$ cat src/ffs_defs.vh
// constants for the fuse failure supervisor decision logic
`ifndef FFS_DEFS_VH
`define FFS_DEFS_VH

`define FFS_CLK_HZ           100000000
`define FFS_TICK_MS          1
`define FFS_TICK_CYCLES      ((`FFS_CLK_HZ / 1000) * `FFS_TICK_MS)
`define FFS_SHORT_QUAL_S     5
`define FFS_LONG_QUAL_S      60
`define FFS_SHORT_QUAL_TICKS (`FFS_SHORT_QUAL_S * 1000 / `FFS_TICK_MS)
`define FFS_LONG_QUAL_TICKS  (`FFS_LONG_QUAL_S * 1000 / `FFS_TICK_MS)
`define FFS_CNT_W            17
`define FFS_TICK_W           17

`endif

$ cat src/ffs_qual_timer.v
// qualification timer: condition held longer than a tick count
module ffs_qual_timer #(
    parameter CNT_W  = 17,
    parameter LIMIT  = 5000
) (
    input  wire clk_in,
    input  wire rst_n,
    input  wire tick,
    input  wire cond,
    output reg  held_q
);
    reg [CNT_W-1:0] cnt_q;
    localparam [31:0]      LIM32 = LIMIT;
    localparam [CNT_W-1:0] LIM   = LIM32[CNT_W-1:0];

    always @(posedge clk_in or negedge rst_n) begin
        if (!rst_n) begin
            cnt_q  <= {CNT_W{1'b0}};
            held_q <= 1'b0;
        end else if (!cond) begin
            cnt_q  <= {CNT_W{1'b0}};
            held_q <= 1'b0;
        end else if (tick && cnt_q != LIM) begin
            cnt_q  <= cnt_q + 1'b1;
            held_q <= 1'b0;
        end else if (cnt_q == LIM && tick) begin
            held_q <= 1'b1; // strictly longer than the limit
        end
    end
endmodule // ffs_qual_timer

$ cat src/ffs_fuse_fail_supervisor.v
// decision logic of the voltage-circuit fuse failure supervisor
`include "ffs_defs.vh"

// Functional notes
// - negative-sequence detection asserts voltage block
// - neg-seq over 5 s, all low, hold: 3ph
// - healthy 60 s, neg-seq voltage 5 s, dead, closed
// - delta without all-low gives only general block
// - delta over 5 s, all low, hold: 3ph
// - vt small breaker open asserts voltage block
// - line disconnector open asserts voltage block
// - block input forces both outputs inactive
// - contact inputs read false when unconnected
// - two outputs: three-phase and general, general also set by three-phase
// - neg-seq flag: voltage high, current low
// - phase flagged low below seal-in level
// - delta detection held until voltages recover
module ffs_fuse_fail_supervisor #(
    parameter TICK_CYCLES = `FFS_TICK_CYCLES,
    parameter SHORT_TICKS = `FFS_SHORT_QUAL_TICKS,
    parameter LONG_TICKS  = `FFS_LONG_QUAL_TICKS
) (
    input  wire       clk_in,
    input  wire       rst_n_in,
    input  wire       neg_seq_volt_high_in,
    input  wire       neg_seq_curr_low_in,
    input  wire [2:0] phase_below_seal_in,
    input  wire [2:0] phase_below_delta_min_in,
    input  wire [2:0] delta_detect_in,
    input  wire [2:0] phase_curr_dead_in,
    input  wire       seal_in_enable_in,
    input  wire       block_in,
    input  wire       breaker_closed_in,
    input  wire       line_disconnector_open_in,
    input  wire       vt_small_breaker_open_in,
    output reg        voltage_block_out,
    output reg        three_phase_fail_out
);
    reg rst_m_q;
    reg rst_s_q;
    // reset release: async assert, sync deassert
    always @(posedge clk_in or negedge rst_n_in) begin
        if (!rst_n_in) begin
            rst_m_q <= 1'b0;
            rst_s_q <= 1'b0;
        end else begin
            rst_m_q <= 1'b1;
            rst_s_q <= rst_m_q;
        end
    end

    // contact inputs come from pins: two-stage synchronisers
    reg [3:0] pin_m_q;
    reg [3:0] pin_s_q;
    always @(posedge clk_in or negedge rst_s_q) begin
        if (!rst_s_q) begin
            pin_m_q <= 4'h0;
            pin_s_q <= 4'h0;
        end else begin
            pin_m_q <= {block_in, breaker_closed_in,
                        line_disconnector_open_in,
                        vt_small_breaker_open_in};
            pin_s_q <= pin_m_q;
        end
    end
    wire blk_s  = pin_s_q[3];
    wire cb_s   = pin_s_q[2];
    wire disc_s = pin_s_q[1];
    wire mcb_s  = pin_s_q[0];

    // periodic tick divider
    reg [`FFS_TICK_W-1:0] div_q;
    reg                   tick_q;
    localparam [31:0]            DIV_LAST32 = TICK_CYCLES - 1;
    localparam [`FFS_TICK_W-1:0] DIV_LAST   = DIV_LAST32[`FFS_TICK_W-1:0];
    always @(posedge clk_in or negedge rst_s_q) begin
        if (!rst_s_q) begin
            div_q  <= {`FFS_TICK_W{1'b0}};
            tick_q <= 1'b0;
        end else if (div_q == DIV_LAST) begin
            div_q  <= {`FFS_TICK_W{1'b0}};
            tick_q <= 1'b1;
        end else begin
            div_q  <= div_q + 1'b1;
            tick_q <= 1'b0;
        end
    end

    wire neg_seq_ff = neg_seq_volt_high_in & neg_seq_curr_low_in;
    wire all_low    = &phase_below_seal_in;
    wire all_high   = ~|phase_below_seal_in;
    wire all_dead   = &phase_curr_dead_in;

    // delta detection latch per phase; new detection refused while low
    reg  [2:0] delta_q;
    reg  [2:0] delta_armed_q;
    always @(posedge clk_in or negedge rst_s_q) begin
        if (!rst_s_q) begin
            delta_q       <= 3'h0;
            delta_armed_q <= 3'h7;
        end else begin
            delta_q <= (delta_q | (delta_detect_in & delta_armed_q))
                       & phase_below_delta_min_in;
            delta_armed_q <= ~phase_below_delta_min_in;
        end
    end
    wire delta_ff = |delta_q;

    wire ns_5s;
    wire dl_5s;
    wire nv_5s;
    wire hi_60s;
    wire out_5s;

    ffs_qual_timer #(.CNT_W(`FFS_CNT_W), .LIMIT(SHORT_TICKS)) u_ns (
        .clk_in (clk_in),
        .rst_n  (rst_s_q),
        .tick   (tick_q),
        .cond   (neg_seq_ff),
        .held_q (ns_5s)
    );
    ffs_qual_timer #(.CNT_W(`FFS_CNT_W), .LIMIT(SHORT_TICKS)) u_dl (
        .clk_in (clk_in),
        .rst_n  (rst_s_q),
        .tick   (tick_q),
        .cond   (delta_ff),
        .held_q (dl_5s)
    );
    ffs_qual_timer #(.CNT_W(`FFS_CNT_W), .LIMIT(SHORT_TICKS)) u_nv (
        .clk_in (clk_in),
        .rst_n  (rst_s_q),
        .tick   (tick_q),
        .cond   (neg_seq_volt_high_in),
        .held_q (nv_5s)
    );
    ffs_qual_timer #(.CNT_W(`FFS_CNT_W), .LIMIT(LONG_TICKS)) u_hi (
        .clk_in (clk_in),
        .rst_n  (rst_s_q),
        .tick   (tick_q),
        .cond   (all_high),
        .held_q (hi_60s)
    );
    // output active 5 s qualifies seal-in hold
    ffs_qual_timer #(.CNT_W(`FFS_CNT_W), .LIMIT(SHORT_TICKS)) u_out (
        .clk_in (clk_in),
        .rst_n  (rst_s_q),
        .tick   (tick_q),
        .cond   (voltage_block_out | three_phase_fail_out),
        .held_q (out_5s)
    );

    wire ns_3ph = ns_5s & all_low & seal_in_enable_in;
    wire dl_3ph = dl_5s & all_low & seal_in_enable_in;
    wire open_ph = hi_60s & nv_5s & all_dead & cb_s;

    // seal-in: after 5 s active, hold until voltages normal again
    reg  seal_q;
    wire normal_v = all_high & ~neg_seq_volt_high_in;
    always @(posedge clk_in or negedge rst_s_q) begin
        if (!rst_s_q) begin
            seal_q <= 1'b0;
        end else if (blk_s || normal_v || !seal_in_enable_in) begin
            seal_q <= 1'b0;
        end else if (out_5s) begin
            seal_q <= 1'b1;
        end
    end

    reg three_d;
    reg gen_d;
    always @* begin
        three_d = ns_3ph | dl_3ph | (seal_q & three_phase_fail_out);
        gen_d   = neg_seq_ff
                | delta_ff
                | open_ph
                | mcb_s
                | disc_s
                | three_d
                | seal_q;
        if (blk_s) begin
            three_d = 1'b0;
            gen_d   = 1'b0;
        end
    end

    // registered outputs; voltage block also set by three_d
    always @(posedge clk_in or negedge rst_s_q) begin
        if (!rst_s_q) begin
            voltage_block_out    <= 1'b0;
            three_phase_fail_out <= 1'b0;
        end else begin
            voltage_block_out    <= gen_d;
            three_phase_fail_out <= three_d;
        end
    end
endmodule // ffs_fuse_fail_supervisor

$ cat config.mk
export PLATFORM = sky130hd
export DESIGN_NAME = ffs_fuse_fail_supervisor
export DESIGN_NICKNAME = d
export VERILOG_FILES = /design/src/ffs_qual_timer.v /design/src/ffs_fuse_fail_supervisor.v
export VERILOG_INCLUDE_DIRS = /design/src
export SDC_FILE = /design/constraint.sdc
export NUM_CORES = 1
export LEC_CHECK = 0
export BUFFER_PORTS_ARGS = -buffer_cell sky130_fd_sc_hd__buf_2
export CELL_PAD_IN_SITES_DETAIL_PLACEMENT = 2
export CELL_PAD_IN_SITES_GLOBAL_PLACEMENT = 2
export CORE_MARGIN = 2
export CORE_UTILIZATION = 40
export DETAILED_ROUTE_END_ITERATION = 10
export PLACE_DENSITY_LB_ADDON = 0.1
export SETUP_SLACK_MARGIN = 0.1
export SYNTH_ARGS = -nofsm -noshare
export SYNTH_HDL_FRONTEND = slang
export SYNTH_SLANG_ARGS = --single-unit
$ cat constraint.sdc
create_clock -name clk_in -period 5.7 [get_ports clk_in]
set_input_delay 0.855 -clock clk_in [delete_from_list [all_inputs] [get_ports clk_in]]
set_output_delay 0.855 -clock clk_in [all_outputs]
set_load 0.005 [all_outputs]
---- Yosys cells after proc, flatten, opt, wreduce, memory -nomap -nowiden ----
Index checks and enable logic that the tools add are counted.
operators by class
  $add $sub $neg .......................... 6
  bitwise operators ....................... 24
  eq/ne operators ......................... 19
  reduce and logical (&&, ||, !) cells .... 21
  muxes and demuxes ....................... 31
operators with widths
  operator               count
  $mux 17                11
  $add 17x1->17 const B  6
  $eq 17x13->1 const B   4
  $ne 17x13->1 const B   4
  $mux 1                 20
  $eq 17x16->1 const B   1
  $eq 17x17->1 const B   1
  $ne 17x16->1 const B   1
  $and 1x1->1            10
  $logic_and 1x1->1      10
  $ne 3x1->1 const B     3
  $or 1x1->1             9
  $and 3x3->3            2
  $ne 2x1->1 const B     3
  $reduce_and 3->1       2
  $reduce_or 3->1        2
  $reduce_bool 2->1      2
  $ne 3x3->1 const B     1
  $not 3->3              1
  $or 3x3->3             1
  $reduce_bool 3->1      1
  $logic_not 1->1        2
  $logic_or 1x1->1       2
  $ne 2x2->1 const B     1
  $not 1->1              1
word-level totals
  logic and storage cells ................. 122
  output and inout bits ................... 2
  input bits .............................. 21
  bits in registers ....................... 127

---- Logic depth before layout (Yosys ltp) ----
  depth in word-level cells ............... 9
  gate-level depth with buffers ........... 7
  depth with buffers taken out ............ 7

---- Modules after synthesis ----
A second synthesis with hierarchy kept.
second synthesis, totals
  cell total of the unflattened synthesis .. 619
  area total of the unflattened synthesis .. 6,527.5 µm²
by module, submodules not included
  module                      cells an instance  sequential area each (µm²)  area each (µm²)  instances
  ffs_qual_timer at u_ns ...  99                 450.4                       1,009.7          3
  ffs_fuse_fail_supervisor    120                929.6                       1,476.4          1
  ffs_qual_timer at u_dl      99                 450.4                       1,014.7          1
  ffs_qual_timer at u_hi      103                450.4                       1,007.2          1

---- Worst setup path after synthesis ----
OpenSTA, ideal clock, no wires.
  path type ............................... input to register
  from .................................... in phase_below_seal_in[2]
  to ...................................... reg u_hi.cnt_q[10]
  library setup time ...................... 0.072 ns
  arrival time ............................ 1.709 ns
  stages .................................. 4
  slack ................................... 3.919 ns
  path buffers ............................ 2
  path through ............................ or3_1 > clkbuf_1 > clkbuf_1 > nor2_1
on the way
  longest elaborated chain between the ends .. 2
RTL lines
  item                                                 line                           source
  start: declaration                                   ffs_fuse_fail_supervisor.v:27  input wire [2:0] phase_below_seal_in,
  $reduce_or 3->1 *                                    ffs_fuse_fail_supervisor.v:91  wire all_high = ~|phase_below_seal_in;
  $mux 17 / $reduce_bool 2->1 (equally long branches)  -
  end signal: assignment                               ffs_qual_timer.v:18            cnt_q <= {CNT_W{1'b0}};
  end signal: assignment                               ffs_qual_timer.v:21            cnt_q <= {CNT_W{1'b0}};
  end signal: assignment                               ffs_qual_timer.v:24            cnt_q <= cnt_q + 1'b1;
  end: declaration                                     ffs_qual_timer.v:12            reg [CNT_W-1:0] cnt_q;
Mark *: on every way between the ends. The rest lies on a longest branch, timed or not.
A chain may end at the register's enable or synchronous reset.

---- Worst setup path in the final report ----
  from .................................... reg tick_q
  to ...................................... reg u_nv.cnt_q[13]
on the way
  longest elaborated chain between the ends .. 2
RTL lines
  item                         line                           source
  start: declaration           ffs_fuse_fail_supervisor.v:73  reg tick_q;
  start signal: assignment     ffs_fuse_fail_supervisor.v:79  tick_q <= 1'b0;
  start signal: assignment     ffs_fuse_fail_supervisor.v:82  tick_q <= 1'b1;
  start signal: assignment     ffs_fuse_fail_supervisor.v:85  tick_q <= 1'b0;
  $logic_and 1x1->1            ffs_qual_timer.v:23            end else if (tick && cnt_q != LIM) begin
  $ne 2x1->1 (no source line)  -
  end signal: assignment       ffs_qual_timer.v:18
  end signal: assignment       ffs_qual_timer.v:21
  end signal: assignment       ffs_qual_timer.v:24
  end: declaration             ffs_qual_timer.v:12
No other way between the ends.

==> metrics.md <==
| Metric | Value |
|---|---|
| FMAX | 390.9 MHz |
| Routability congestion estimate from global placement | 0.7210 |
| # diodes | 0 |
| Mapped cell area | 6037 um^2 |
| Final Hold Violating Endpoints | 0 |
| Leak | 3.049 nW |
| CTS buffer count | 17 |
| Post-synth EDFFs | 0 |
| Clock share of power | 0.528 |
| Cell total after placement | 795 |
| CTS tree | yes |
| Port Buffers | 22 |
| Syn Nets | 631 |
| Clock Root Buffer | clkbuf_16 |
| Worst Setup End Kind | flip-flop |
| Final setup violation count | 0 |
| CP Max Fanout | 21 |
| Hold-fix buffers, CTS | 0 |
| Clk slew on worst S/H paths | 60 ps |
| Primary FF master, synth | dfrtp_1 |
| Fin cells | 827 |
| Vias after detailed routing | 4481 |
| Initial Util | 0.4123 |
| Clk sink count | 127 |
| Reg-to-Reg End | u_nv.cnt_q[13]$_DFFE_PN0N_ |
| Global Route Usage Sum | 0.2055 |
| Slew Limit Fails | 0 |
| Comb power frac | 0.019 |
| Pwr dens | 293.3 nW/um^2 |
| Share of cells above drive strength 1 | 0.1073 |
| Area Overhead vs Synth | 15.01% |
| Switch Pwr | 0.0004666 W |
| Number of global-route vias before repair | 5102 |
| Nets | 662 |
| Pre-antenna DRT Iters | 4 |
| Die width | 126.9 um |
| Initial DRC Count | 129 |
| Max cap viols | 0 |
| Die area | 16090 um^2 |
| Asr flop ratio synth | 1.000 |
| Largest net degree at the start of global routing | 73 |
| Critical path startpoint category | flip-flop |
| Crit. Startpoint | tick_q$_DFF_PN0_ |
| Seq pwr share | 0.453 |
| VDD IR max | 0.2340 mV |
| Std cell rows | 44 |
| Final period util | 0.4488 |
| CORE AREA | 14640 um^2 |
| H-Tree Level Count | 4 |
| Later-pin clock latency in the skew report | 410 ps |
| # IOs | 23 |
| Fin crit period | 2558 ps |
| Arr. time, crit path | 2870 ps |
| Clock skew | 9.111 ps |
| CTS max path bufs | 2 |
| Worst-Margin Slew | 1167 ps |
| Global-route wire length before repair | 26430 um |
| Routed len/inst | 18.19 um |
| Total Routed Length | 15050 um |
| Status | complete, no violations |
| Switch share | 0.2291 |
| Initial antenna violation count | 0 |
| Rel. slew slack | 0.2189 |
| Worst path required time | 6010 ps |
| Grt ovf | 0 |
| HPWL after detailed placement | 10050 um |
| Worst Reg2Reg Path Length in Cells | 6 |
| HP Class | in2async |
| Flops & latches, synth | 127 |
| Post-CTS sizing | 0 |
| Routed Antenna Nets | 0 |
| RSZ-0062 raised after global routing | false |
| DRC | 0 |
| Yosys Warn Count | 0 |
| WS Path Type | reg2reg |
| Post-Synthesis Cells | 599 |
| Die height | 126.9 um |
| Synth Area per Inst | 10.08 um^2 |
| Total power | 0.002037 W |
| Register area share after synthesis | 0.5270 |
| Vias/cell | 5.418 |
| Setup Fix Bufs, Post-CTS | 0 |
| Critical Path End | u_nv.cnt_q[13]$_DFFE_PN0N_ |
| Post-route setup TNS | 0 ps |
| Reg-to-Reg Start | tick_q$_DFF_PN0_ |
| Internal | 0.001570 W |
| R2R setup slack | 3140 ps |
| Synth cell types | 50 |
## worst min-delay path by stage
stage / end
floorplan: pin_s_q[0]$_DFF_PN0_
global placement: pin_s_q[2]$_DFF_PN0_
detailed placement: rst_s_q$_DFF_PN0_
CTS: rst_s_q$_DFF_PN0_
global route: rst_s_q$_DFF_PN0_
finish: rst_s_q$_DFF_PN0_
## area by class of cell
cell class                 count  area (um^2)
multi-input combinational    441         2741
sequential                   127         3186
timing repair buffer          25        132.6
clock buffer                  18        429.2
fill                        1533         7701
tap                          184        230.2
inverter                      18        67.56
clock inverter                14        156.4
## critical path, cell delays in order, from the launching register on
cell and delay [ps]:
dfrtp_1 690, buf_4 350, inv_1 200, nor3_2 370, o21ai_1 190, or3_1 400
a21boi_0 240
## power groups by stage
stage / clock [W] / sequential, W / combinational (W)
floorplan: 0 / 0.000940 / 0.0000156
global placement: 0 / 0.000939 / 0.0000377
detailed placement: 0 / 0.000940 / 0.0000394
CTS: 0.00111 / 0.000924 / 0.0000399
global route: 0.00114 / 0.000924 / 0.0000438
finish: 0.00108 / 0.000923 / 0.0000384
## synthesized netlist by cell type, drive strengths merged (4+ instances only)
cell type,count,share of area
ha,11,0.023
inv,18,0.011
xor2,49,0.071
clkbuf,9,0.0056
and2,13,0.013
nand3,41,0.034
nor4b,7,0.010
buf,4,0.0029
mux2i,5,0.0083
dfrtp,124,0.51
nand4,26,0.027
and3,24,0.025
nor2,97,0.060
and4,6,0.0087
a21oi,12,0.0099
nand2,36,0.022
nor3,15,0.013
nor2b,6,0.0062
o21ai,14,0.012
xnor2,33,0.048
or3,8,0.0083
nor4,7,0.0097
## registers in the layout, summed over array words and instances, names as in the netlist, 3 cells and up
name and cells:
div_q 17, u_dl.cnt_q 17, u_hi.cnt_q 17, u_ns.cnt_q 17, u_nv.cnt_q 17, u_out.cnt_q 17
pin_m_q 4, pin_s_q 4, delta_armed_q 3, delta_q 3
## cell families (layout without fill, tap and decap cells)
family / count (synthesis) / count (layout) / synth area share
XOR/XNOR: 82 / 82 / 0.1190
adder cells (fa/ha/maj): 11 / 11 / 0.02280
AND/OR/NAND/NOR: 302 / 302 / 0.2618
buffers and inverters: 31 / 75 / 0.01969
multiplexers: 5 / 5 / 0.008290
flip-flops: 127 / 127 / 0.5270
other: 1 / 1 / 0.0006212
AO/OA/AOI/OAI: 40 / 40 / 0.04083
## stage by stage
stage | util | setup slack, ps | hold WS, ps | area [um^2]
final | 0.4741 | 3142 | 212.8 | 6943
after global routing | 0.4741 | 2906 | 189.1 | 6943
after CTS | 0.4741 | 3118 | 195.9 | 6943
after detailed placement | 0.4341 | 3192 | 336.3 | 6357
after global placement | 0.4341 | 3386 | 334.2 | 6357
after floorplan | - | 1905 | 331.2 | 6037
## layout by cell type, fill, tap and decap left out, types with 10 or more instances in the layout
| cell | n |
|---|---|
| a21oi_1 | 12 |
| and2_1 | 13 |
| and3_1 | 24 |
| buf_2 | 22 |
| clkbuf_16 | 17 |
| dfrtp_1 | 123 |
| ha_1 | 11 |
| inv_1 | 18 |
| nand2_1 | 36 |
| nand3_1 | 41 |
| nand4_1 | 26 |
| nor2_1 | 97 |
| nor3_1 | 13 |
| o21ai_0 | 10 |
| xnor2_1 | 33 |
| xor2_1 | 49 |
## metal layers
layer	vias up	global-route usage	wire (um)
met3	13	0.04639	318
li1	2127	-	-
met2	31	0.3520	7677
met5	-	0	0
met4	0	0.04977	130
met1	2310	0.2660	6918
Power figures use the tool's default switching activity.
